[src/verilog/lrx_consts.vh]
// Constants for the receive output control block
`ifndef LRX_CONSTS_VH
`define LRX_CONSTS_VH
`define LRX_CHANNELS        3
`define LRX_INV_RESET_VAL   1'b0
`define LRX_EQ_RESET_VAL    1'b0
`define LRX_DEC_RESET_VAL   1'b1
`define LRX_SUB_WINDOW      4
`endif

[src/verilog/lrx_channel.v]
// One receive channel: line clock sync, edge find and clock output
`timescale 1ns/1ps
`include "lrx_consts.vh"
module lrx_channel (
    input  wire clk,
    input  wire reset_n,
    input  wire line_clock_in,
    input  wire invert_clock,
    output wire clock_rise,
    output reg  recovered_clock_out
);
    reg [1:0] clk_sync_q;
    reg       clk_prev_q;

    // Rails move on the raw line clock rise: the rising output edge,
    // or the falling one when the output is inverted
    assign clock_rise = clk_sync_q[1] & ~clk_prev_q;

    always @(posedge clk or negedge reset_n) begin
        if (!reset_n) begin
            clk_sync_q          <= 2'h0;
            clk_prev_q          <= 1'h0;
            recovered_clock_out <= 1'h0;
        end else begin
            clk_sync_q          <= {clk_sync_q[0], line_clock_in};
            clk_prev_q          <= clk_sync_q[1];
            // Inverted clock when selected
            recovered_clock_out <= clk_sync_q[1] ^ invert_clock;
        end
    end
endmodule

[src/verilog/lrx_output_control.v]
// Top of the receive output and configuration control, three channels
// Overview of operation
// - Positive line pulse drives positive rail high for that bit.
// - With decoder on, substitution codes never reach either rail.
// - Negative line pulse drives negative rail high for that bit.
// - Invert select low: rails update on rising edge of recovered clock.
// - Invert select high: clock inverted, rails update on its falling edge.
// - Host mode: shared select low resets command registers and config.
// - Undriven shared select reads high.
// - Hardware mode: equalizer enable input directly gates equalizer.
// - Host mode ignores equalizer inputs; they should be tied low.
// - Host mode: command register invert bit selects falling edge.
`timescale 1ns/1ps
`include "lrx_consts.vh"
module lrx_output_control #(
    parameter CHANNELS = `LRX_CHANNELS
) (
    input  wire                clk,
    input  wire                reset_n,
    input  wire                host_mode,
    input  wire                select_in,
    input  wire                select_driven,
    input  wire [CHANNELS-1:0] line_input_positive_leg,
    input  wire [CHANNELS-1:0] line_input_negative_leg,
    input  wire [CHANNELS-1:0] line_clock_in,
    input  wire [CHANNELS-1:0] rx_equalizer_enable_in,
    input  wire                cmd_write,
    input  wire                cmd_clock_invert,
    input  wire [CHANNELS-1:0] cmd_equalizer_enable,
    input  wire [CHANNELS-1:0] cmd_decoder_enable,
    output wire [CHANNELS-1:0] rx_positive_rail_out,
    output wire [CHANNELS-1:0] rx_negative_rail_out,
    output wire [CHANNELS-1:0] recovered_clock_out,
    output reg  [CHANNELS-1:0] equalizer_enable_out,
    output wire                command_register_reset_n
);
    reg [1:0]          sel_sync_q;
    reg [1:0]          mode_sync_q;
    reg [CHANNELS-1:0] eq_sync0_q;
    reg [CHANNELS-1:0] eq_sync1_q;
    reg                inv_q;
    reg [CHANNELS-1:0] eq_q;
    reg [CHANNELS-1:0] dec_q;
    wire               sel_level;
    wire               rx_clock_invert_select;
    wire               invert;

    // Floating select reads high
    assign sel_level                = select_driven ? select_in : 1'b1;
    assign command_register_reset_n = ~mode_sync_q[1] | sel_sync_q[1];
    assign rx_clock_invert_select   = sel_sync_q[1];
    // Hardware pin or host command bit picks the edge
    assign invert = mode_sync_q[1] ? inv_q : rx_clock_invert_select;

    // Mode and select pins pass two flops
    always @(posedge clk or negedge reset_n) begin
        if (!reset_n) begin
            sel_sync_q  <= 2'h3;
            mode_sync_q <= 2'h0;
        end else begin
            sel_sync_q  <= {sel_sync_q[0], sel_level};
            mode_sync_q <= {mode_sync_q[0], host_mode};
        end
    end

    // Equalizer pins pass two flops
    always @(posedge clk or negedge reset_n) begin
        if (!reset_n) begin
            eq_sync0_q <= {CHANNELS{1'b0}};
            eq_sync1_q <= {CHANNELS{1'b0}};
        end else begin
            eq_sync0_q <= rx_equalizer_enable_in;
            eq_sync1_q <= eq_sync0_q;
        end
    end

    // Command registers
    always @(posedge clk or negedge reset_n) begin
        if (!reset_n) begin
            inv_q <= `LRX_INV_RESET_VAL;
            eq_q  <= {CHANNELS{`LRX_EQ_RESET_VAL}};
            dec_q <= {CHANNELS{`LRX_DEC_RESET_VAL}};
        end else if (!command_register_reset_n) begin
            inv_q <= `LRX_INV_RESET_VAL;
            eq_q  <= {CHANNELS{`LRX_EQ_RESET_VAL}};
            dec_q <= {CHANNELS{`LRX_DEC_RESET_VAL}};
        end else if (cmd_write) begin
            inv_q <= cmd_clock_invert;
            eq_q  <= cmd_equalizer_enable;
            dec_q <= cmd_decoder_enable;
        end
    end

    // Equalizer pins count only in hardware mode
    always @(posedge clk or negedge reset_n) begin
        if (!reset_n) begin
            equalizer_enable_out <= {CHANNELS{1'b0}};
        end else begin
            equalizer_enable_out <= mode_sync_q[1] ? eq_q : eq_sync1_q;
        end
    end

    localparam HIST = `LRX_SUB_WINDOW;

    // Per-channel line data path: synchronise, decode, drive the rails
    genvar g;
    generate
        for (g = 0; g < CHANNELS; g = g + 1) begin : ch
            reg [1:0]      pos_sync_q;
            reg [1:0]      neg_sync_q;

            reg [HIST-1:0] pos_hist_q;
            reg [HIST-1:0] neg_hist_q;
            reg            last_pol_q;

            reg            pos_rail_q;
            reg            neg_rail_q;

            reg [HIST-1:0] pos_d;
            reg [HIST-1:0] neg_d;
            reg            last_pol_d;
            reg            pos_rail_d;
            reg            neg_rail_d;

            wire           pos_bit;
            wire           neg_bit;
            wire           pulse;
            wire           violation;
            wire           gap_before;
            wire           rise;

            // Recovered clock output and the edge that moves the rails
            lrx_channel u_ch (
                .clk                 (clk),
                .reset_n             (reset_n),
                .line_clock_in       (line_clock_in[g]),
                .invert_clock        (invert),
                .clock_rise          (rise),
                .recovered_clock_out (recovered_clock_out[g])
            );

            // Line pulses cross into the clock domain through two flops
            always @(posedge clk or negedge reset_n) begin
                if (!reset_n) begin
                    pos_sync_q <= 2'h0;
                    neg_sync_q <= 2'h0;
                end else begin
                    pos_sync_q <= {pos_sync_q[0],
                                   line_input_positive_leg[g]};
                    neg_sync_q <= {neg_sync_q[0],
                                   line_input_negative_leg[g]};
                end
            end

            assign pos_bit    = pos_sync_q[1];
            assign neg_bit    = neg_sync_q[1];
            assign pulse      = pos_bit | neg_bit;
            // Same polarity as the previous pulse marks a substituted code
            assign violation  = pulse & (pos_bit == last_pol_q);
            assign gap_before = ~(pos_hist_q[0] | neg_hist_q[0]);

            // New bit enters at index 0; the top index is the oldest
            always @* begin
                pos_d      = {pos_hist_q[HIST-2:0], pos_bit};
                neg_d      = {neg_hist_q[HIST-2:0], neg_bit};
                last_pol_d = last_pol_q;
                if (pulse) begin
                    last_pol_d = pos_bit;
                end
                if (dec_q[g] && violation && gap_before) begin
                    // Code with a gap before the violation leaves whole
                    pos_d = {HIST{1'h0}};
                    neg_d = {HIST{1'h0}};
                end else if (dec_q[g] && violation) begin
                    // Pulse then violation: both leave
                    pos_d[1:0] = 2'h0;
                    neg_d[1:0] = 2'h0;
                end
            end

            // Decoder off passes every pulse straight through
            always @* begin
                if (dec_q[g]) begin
                    pos_rail_d = pos_hist_q[HIST-1];
                    neg_rail_d = neg_hist_q[HIST-1];
                end else begin
                    pos_rail_d = pos_bit;
                    neg_rail_d = neg_bit;
                end
            end

            // History and polarity advance once per line bit
            always @(posedge clk or negedge reset_n) begin
                if (!reset_n) begin
                    pos_hist_q <= {HIST{1'h0}};
                    neg_hist_q <= {HIST{1'h0}};
                    last_pol_q <= 1'h0;
                end else if (rise) begin
                    pos_hist_q <= pos_d;
                    neg_hist_q <= neg_d;
                    last_pol_q <= last_pol_d;
                end
            end

            // Rails move on the edge that moves the output clock
            always @(posedge clk or negedge reset_n) begin
                if (!reset_n) begin
                    pos_rail_q <= 1'h0;
                    neg_rail_q <= 1'h0;
                end else if (rise) begin
                    pos_rail_q <= pos_rail_d;
                    neg_rail_q <= neg_rail_d;
                end
            end

            // Rail outputs come straight from flops
            assign rx_positive_rail_out[g] = pos_rail_q;
            assign rx_negative_rail_out[g] = neg_rail_q;
        end
    endgenerate
endmodule

[config.mk]
export PLATFORM = sky130hd
export DESIGN_NAME = lrx_output_control
export DESIGN_NICKNAME = d
export VERILOG_FILES = /design/src/verilog/lrx_channel.v /design/src/verilog/lrx_output_control.v
export VERILOG_INCLUDE_DIRS = /design/src /design/src/verilog
export SDC_FILE = /design/constraint.sdc
export NUM_CORES = 1
export LEC_CHECK = 0
export ABC_AREA = 1
export BUFFER_PORTS_ARGS = -buffer_cell sky130_fd_sc_hd__buf_2
export CORE_MARGIN = 3
export CORE_UTILIZATION = 38
export CTS_CLUSTER_SIZE = 30
export DETAILED_ROUTE_END_ITERATION = 7
export HOLD_SLACK_MARGIN = 0.1
export MAX_ROUTING_LAYER = met4
export PLACE_DENSITY_LB_ADDON = 0.12
export REMOVE_ABC_BUFFERS = 1
export SYNTH_ARGS = -nofsm -noshare
export SYNTH_HDL_FRONTEND = slang
export SYNTH_SLANG_ARGS = --single-unit
[constraint.sdc]
create_clock -name clk -period 1.4 [get_ports clk]
set_input_delay 0.28 -clock clk [delete_from_list [all_inputs] [get_ports clk]]
set_output_delay 0.28 -clock clk [all_outputs]
set_load 0.005 [all_outputs]
-- Word-level counts from Yosys, hierarchy flattened
Cells that the tools add are included.
- mux-type cells: 33
- bitwise logic cells: 23
- reductions and logical operators: 9
- equality and inequality tests: 4
- operators by type and width (kind ; count):
    $mux 2 ; 18
    $mux 3 ; 5
    $mux 1 ; 10
    $not 1->1 ; 7
    $or 1x1->1 ; 7
    $and 1x1->1 ; 6
    $logic_and 1x1->1 ; 6
    $reduce_and 2->1 ; 3
    $eq 1x1->1 ; 3
    $xor 1x1->1 ; 3
    $ne 2x2->1 const B ; 1
- bits in registers: 77

-- Longest topological paths before layout
Gate-level depths: netlist (run 1).
- depth in word-level cells: 5
- depth in mapped cells: 6
- depth with buffers taken out: 6

-- By module
A second synthesis (run 1) with hierarchy kept.
- cell total of the unflattened synthesis: 308
- area, all modules: 2947.8 µm²
- by module, submodules not included (module ; seq. area each (µm²) ; area each (µm²) ; cells an instance ; times used):
    lrx_output_control ; 1632.8 ; 2580.0 ; 278 ; 1
    lrx_channel ; 100.1 ; 122.6 ; 10 ; 3

-- Worst setup path after synthesis (run 1)
No wires, ideal clock.
- kind: register to register
- start: register dec_q[1]
- end: register ch[1].neg_hist_q[2]
- arrival: 0.916 ns
- data required time: 1.284 ns
- stages on the path, launching flop included: 6
- path slack: 0.368 ns
- path through: dfstp_2 > inv_1 > nor2_2 > nand3_2 > nand2_1 > nand2_1
- word-level cells in the longest chain between the ends: 3
- ends and longest elaborated chain (element ; RTL line ; RTL):
    from (decl) ; lrx_output_control.v:43 ; reg [CHANNELS-1:0] dec_q;
    from (signal assigned) ; lrx_output_control.v:82 ; dec_q <= {CHANNELS{`LRX_DEC_RESET_VAL}};
    from (signal assigned) ; lrx_output_control.v:86 ; dec_q <= {CHANNELS{`LRX_DEC_RESET_VAL}};
    from (signal assigned) ; lrx_output_control.v:90 ; dec_q <= cmd_decoder_enable;
    $logic_and 1x1->1 (2 in series) ; lrx_output_control.v:170 ; if (dec_q[g] && violation && gap_before) begin
    $mux 2 ; lrx_output_control.v:170 ;
    to (signal assigned) ; lrx_output_control.v:196 ; neg_hist_q <= {HIST{1'h0}};
    to (signal assigned) ; lrx_output_control.v:200 ; neg_hist_q <= neg_d;
    to (decl) ; lrx_output_control.v:113 ; reg [HIST-1:0] neg_hist_q;
No other way between the ends.
A chain may end at the register's enable or synchronous reset.

-- Worst setup path after layout (run 1)
- start: register sel_sync_q[1]
- end: output command_register_reset_n
- word-level cells in the longest chain between the ends: 1
- ends and longest elaborated chain (element ; RTL line ; RTL):
    from (decl) ; lrx_output_control.v:37 ; reg [1:0] sel_sync_q;
    from (signal assigned) ; lrx_output_control.v:61 ; sel_sync_q <= {sel_sync_q[0], sel_level};
    $or 1x1->1 ; lrx_output_control.v:50 ; assign command_register_reset_n = ~mode_sync_q[1] | sel_sync_q[1];
    to (decl) ; lrx_output_control.v:35 ; output wire command_register_reset_n
No other way between the ends.

==> results of run 1 <==
-- tightest hold or removal path, stage by stage --
cell and delay [ps]:
buf_2 80, a21oi_1 50, o21ai_0 60
-- kinds of logic after synthesis --
family | Yosys count | synth area share
flip-flops | 77 | 0.6516
buffers and inverters | 49 | 0.08098
AO/OA/AOI/OAI | 31 | 0.05356
AND/OR/NAND/NOR | 136 | 0.2050
XOR/XNOR | 3 | 0.008859
-- metal layers --
metal  vias up  routed length, um
met5         -                  0
li1       1013                  -
met2        30               2142
met4         0                 88
met3         7                233
met1       859               2692
-- registers in the layout, indices dropped and copies added, names as in the netlist --
signal and flops:
sel_sync_q 2, ch.neg_hist_q 12, equalizer_enable_out 3, ch.pos_hist_q 12, ch.u_ch.clk_sync_q 6, inv_q 1
ch.pos_rail_q 3, dec_q 3, ch.u_ch.clk_prev_q 3, eq_q 3, eq_sync0_q 3, ch.pos_sync_q 6
mode_sync_q 2, ch.u_ch.recovered_clock_out 3, ch.neg_rail_q 3, ch.neg_sync_q 6, ch.last_pol_q 3, eq_sync1_q 3
-- per-stage QoR --
stage	worst slack (ps)	std cells	util
6_report	19.19	458	0.4854
5_1_grt	-43.64	458	0.4854
4_1_cts	-19.66	457	0.4832
3_5_place_dp	257.1	424	0.4346
2_1_floorplan	367.4	284	-
3_3_place_gp	262.7	424	0.4346
-- placed cells by master, fill, tap and decap left out --
master | netlist | final
a21oi_1 | 19 | 19
buf_12 | 0 | 1
buf_2 | 0 | 35
buf_4 | 9 | 6
buf_6 | 3 | 1
bufinv_16 | 0 | 1
clkbuf_1 | 0 | 2
clkbuf_8 | 0 | 10
clkinv_2 | 0 | 2
clkinvlp_4 | 0 | 1
dfrtp_1 | 72 | 72
dfstp_2 | 5 | 5
dlygate4sd3_1 | 0 | 16
inv_1 | 35 | 35
inv_2 | 2 | 1
inv_4 | 0 | 1
nand2_1 | 81 | 81
nand2_2 | 12 | 12
nand3_1 | 9 | 9
nand3_2 | 3 | 3
nor2_1 | 24 | 24
nor2_2 | 3 | 3
nor2_4 | 4 | 4
o21ai_0 | 9 | 9
o22ai_1 | 3 | 3
xor2_1 | 3 | 3
-- where the power goes --
group / internal [uW] / leakage, uW / switching, uW
Sequential: 2480 / 0.000927 / 135
Clock: 868 / 0.0000964 / 788
Combinational: 257 / 0.000794 / 341
Total: 3610 / 0.00182 / 1260
-- path summary, 6_finish.rpt --
path | from | end | slack [ps] | cells after the start
max in group asynchronous | reset_n | sel_sync_q[0]$_DFF_PN1_ | 440 | 3
min in group asynchronous | reset_n | equalizer_enable_out[1]$_DFF_PN0_ | 390 | 2
hold / removal | cmd_decoder_enable[2] | dec_q[2]$_DFFE_PN1P_ | 170 | 3
hold reg to reg | ch[1].neg_sync_q[0]$_DFF_PN0_ | ch[1].neg_sync_q[1]$_DFF_PN0_ | 350 | 0
setup reg to reg | dec_q[0]$_DFFE_PN1P_ | ch[0].pos_hist_q[3]$_DFFE_PN0P_ | 260 | 5
setup / recovery | sel_sync_q[1]$_DFF_PN1_ | command_register_reset_n | 20 | 3
-- cell type report --
class | instances | area share
inverters | 37 | 0.03932
flip-flops and latches | 77 | 0.5376
multi-input cells | 170 | 0.2206
clock buffers | 12 | 0.04036
repair buffers | 59 | 0.1145
well taps | 99 | 0.03445
clock inverters | 4 | 0.01322
-- timing repair --
item	in CTS	in global routing
setup buffers	1	1
endpoints found under the hold margin	36	0
hold buffers	16	0
pin swaps	1	1
gates resized for setup	0	2
setup endpoints to repair	1	1
==> results_dict.tcl, run 1 <==
set metrics [dict create \
    synth_area_per_cell_um2 10.02 \
    slowest_delay_ps 560 \
    antenna_cells 0 \
    cts_buffer_depth 2 \
    drc 0 \
    hpwl_mm 3.468 \
    setup_tns_ps 0 \
    worst-path-buf-inv 2 \
    p_leak_uw 0.001817 \
    syn_area_um2 2967 \
    path_max_fanout 3 \
    antenna_found_initial 0 \
    pin_count 38 \
    fill_cells 693 \
    cp_cell_sequence "nor2_4, inv_2, buf_6" \
    insertion_delay_ps 350 \
    hold_violations 0 \
    root_buffer "clkbuf_8" \
    die_area_um2 8903 \
    hp-class "primary input to register" \
    yosysMostFrequentCell "nand2_1" \
    multi_input_area_um2 793.3 \
    drtPass1Iterations 4 \
    yosysWarnings 0 \
    arrival_ps 1100 \
    grt.met1_usage 0.1921 \
    rsz0062_at_grt "true" \
    wl_mm 5.157 \
    holdWs_ps 165.6 \
    powerDensity_nw_per_um2 1355 \
    slew_headroom 0.7638 \
    cap_violations 0 \
    cts_tree "yes" \
    total_power_uw 4871 \
    cts.sinks 77 \
    cts_inserted_buffers 9 \
    syn_to_final_growth_pct 21.21 \
    setup_viol 0 \
    min_period_ps 1381 \
    ys_top_cells_by_area "dfrtp_1 (61%), nand2_1 (10%), dfstp_2 (4.4%)" \
    synthTopCellsByCount "nand2_1 (81), dfrtp_1 (72), inv_1 (35), nor2_1 (24), a21oi_1 (19)" \
    worst_slew_pin_slew_ps 354.3 \
    die_y_um 94.36 \
    synth_top_area_share 0.6073 \
    grt_max_degree 28 \
    place_area_um2 3219 \
    place_congestion 0.7786 \
    netlist-cell-type-count 17 \
    finalCritPeriodShare 0.9863 \
    irDropWorstVdd_mv 0.5642 \
    avgViaCountPerCell 4.168 \
    core_area_um2 7408 \
    die_w_um 94.36 \
    crit_family "flip-flops" \
    fin_skew_ps 7.280 \
    path_clk_slew_ps 80 \
    status "finished clean" \
    grt_pass1_wl_mm 9.177 \
    synth_top_cell_by_area "dfrtp_1" \
    overflow 0 \
    use_met2 0.1891 \
    drv_slew 0 \
    synth_seq_cells 77 \
    nets 379 \
    initial_core_util 0.4004 \
    synthArstFlopShare 1.000 \
    drive_gt1_frac 0.2396 \
    row_count 31 \
    worstSetupEndpointType "output port" \
    synthCells 296 \
    synth-main-ff-cell "dfrtp_1" \
    required_ps 1120 \
    grt_util_met3 0.05498 \
    seq_area_frac_synth 0.6516 \
    ant_nets 0 \
    first_global_vias 1941 \
    busiest_layer "met1" \
    vias 1909 \
    wire_per_inst_um 11.26 \
    seqCellArea_um2 1933 \
    htreeDepth 3 \
    synth_edf_count 0 \
    start_kind "register" \
    final_cell_area_um2 3596 \
    critPathKind "register to output port" \
    slowest_stage "dfstp_2" \
    grt_usage 0.1420 \
    fmax_mhz 724.2 \
    io_buffers 37 \
    drt_iter0_drc 74 \
]
(Power assumes the default switching activity.)
==> run 2, diff against run 1 <==
CTS_BUF_LIST = sky130_fd_sc_hd__clkbuf_16   (was default)
==> run 2 against run 1 <==
Effect of this change:
- cell area grew 2.5%
- global-route usage shrank 0.16 points
- worst hold slack lost 27 ps
==> results_dict.tcl, run 2 (synthesis results as in run 1) <==
set metrics [dict create \
    grt_max_degree 28 \
    r2r_cells 5 \
    row_count 31 \
    die_y_um 94.36 \
    drive_gt1_frac 0.2396 \
    first_global_vias 1963 \
    critPathKind "register to output port" \
    top_regs "ch.neg_hist_q (12), ch.pos_hist_q (12)" \
    slowest_stage "dfstp_2" \
    antenna_found_initial 0 \
    drv_slew 0 \
    setup_viol 0 \
    place_congestion 0.7786 \
    die_area_um2 8903 \
    die_w_um 94.36 \
    finalCritPeriodShare 0.9750 \
    initial_core_util 0.4004 \
    reg2reg_to "ch[0].pos_hist_q[2]$_DFFE_PN0P_" \
    drt_iter0_drc 62 \
    fmax_mhz 732.6 \
    avgViaCountPerCell 4.236 \
    worst_slew_pin_slew_ps 353.8 \
    path_max_fanout 3 \
    hpwl_mm 3.468 \
    slowest_delay_ps 550 \
    cts_tree "yes" \
    wl_mm 5.159 \
    mostFrequentLayoutCells "nand2_1 (81), dfrtp_1 (72), inv_1 (37)" \
    grt_pass1_wl_mm 9.204 \
    start_kind "register" \
    cts_buffer_depth 2 \
    htreeDepth 3 \
    core_area_um2 7408 \
    drtPass1Iterations 4 \
    hold_violations 0 \
    place_ws_ps 257.1 \
    slew_headroom 0.7641 \
    r2r_start "dec_q[0]$_DFFE_PN1P_" \
    irDropWorstVdd_mv 0.7004 \
    status "finished clean" \
    wire_per_inst_um 11.26 \
    rsz0062_at_grt "false" \
    cts_inserted_buffers 9 \
    syn_to_final_growth_pct 24.21 \
    cts.sinks 77 \
    cap_violations 0 \
    finalWorstSetupSlack_ps 35.07 \
    cp_cell_sequence "nor2_4, inv_2, buf_6" \
    min_period_ps 1365 \
    antenna_cells 0 \
    root_buffer "clkbuf_16" \
    mostFrequentLayoutCell "nand2_1" \
    r2r_setup_slack_ps 250 \
    whs_path_depth 3 \
    drc 0 \
    required_ps 1120 \
    worstSetupEndpointType "output port" \
    crit_family "flip-flops" \
    powerDensity_nw_per_um2 1469 \
    total_power_uw 5412 \
    worst-path-buf-inv 2 \
    p_leak_uw 0.001867 \
    pin_count 38 \
    setup_tns_ps 0 \
    overflow 0 \
    vias 1940 \
    arrival_ps 1080 \
    fin_skew_ps 5.691 \
    io_buffers 37 \
    min_from "select_in" \
    ant_nets 0 \
    insertion_delay_ps 330 \
    grt_usage 0.1404 \
    hold_end "sel_sync_q[0]$_DFF_PN1_" \
    nets 379 \
    hp-class "primary input to register" \
    path_clk_slew_ps 60 \
]
[run 2: changes by cell type in the layout (fill, tap and decap cells not counted), moves of 2 or more]
cell / change
inv_1: +2
clkbuf_16: +9
clkbuf_8: -10
clkbuf_1: -2
[run 2: layer usage]
layer | vias to the layer above | routed length (um) | GRT usage
li1 | 1013 | - | -
met1 | 888 | 2647 | 0.1904
met2 | 35 | 2257 | 0.1939
met3 | 4 | 206 | 0.04064
met4 | 0 | 48 | 0.06619
met5 | - | 0 | -
[run 2: worst max-delay path by stage]
stage / depth (start not counted) / endpoint / from
2_1_floorplan: 5 / ch[1].neg_hist_q[2]$_DFFE_PN0P_ / dec_q[1]$_DFFE_PN1P_
3_3_place_gp: 5 / ch[0].neg_hist_q[2]$_DFFE_PN0P_ / dec_q[0]$_DFFE_PN1P_
3_5_place_dp: 5 / ch[0].neg_hist_q[2]$_DFFE_PN0P_ / dec_q[0]$_DFFE_PN1P_
4_1_cts: 3 / command_register_reset_n / sel_sync_q[1]$_DFF_PN1_
5_1_grt: 3 / command_register_reset_n / sel_sync_q[1]$_DFF_PN1_
6_report: 3 / command_register_reset_n / sel_sync_q[1]$_DFF_PN1_
[run 2: worst register-to-register path: stages, from the launching register on]
cell and delay (ps):
dfstp_2 540, inv_1 80, nor2_2 160, nand3_2 130, nand2_1 90, nand2_1 50
[run 2: power by group]
| part | total (uW) | internal, uW | leakage (uW) | switching [uW] |
|---|---|---|---|---|
| logic | 600 | 257 | 0.000795 | 343 |
| clock network | 2190 | 1350 | 0.000145 | 837 |
| registers | 2620 | 2490 | 0.000927 | 136 |
| total | 5410 | 4100 | 0.00187 | 1320 |
[run 2: per-stage QoR]
step / hold WS [ps] / util / area, um^2 / instances
5_1_grt: 132.7 / 0.4974 / 3685 / 458
6_report: 138.4 / 0.4974 / 3685 / 458
2_1_floorplan: -15.59 / - / 2865 / 284
3_3_place_gp: 223.1 / 0.4346 / 3219 / 424
3_5_place_dp: 223.1 / 0.4346 / 3219 / 424
4_1_cts: 122.8 / 0.4942 / 3661 / 456
[run 2: repair_timing]
action	CTS	global route
endpoints found under the hold margin	36	0
hold buffers	15	0
buffers inserted	1	2
setup endpoints to repair	1	1
resized for setup	0	2
pin swaps	1	1
[run 2: final cells by class]
cell class	instances	area (um^2)
Multi-Input combinational cell	170	793.3
Clock inverter	7	58.81
Fill cell	673	3724
Tap cell	99	123.9
Inverter	37	141.4
Clock buffer	9	225.2
Timing Repair Buffer	59	409.1
Sequential cell	77	1933
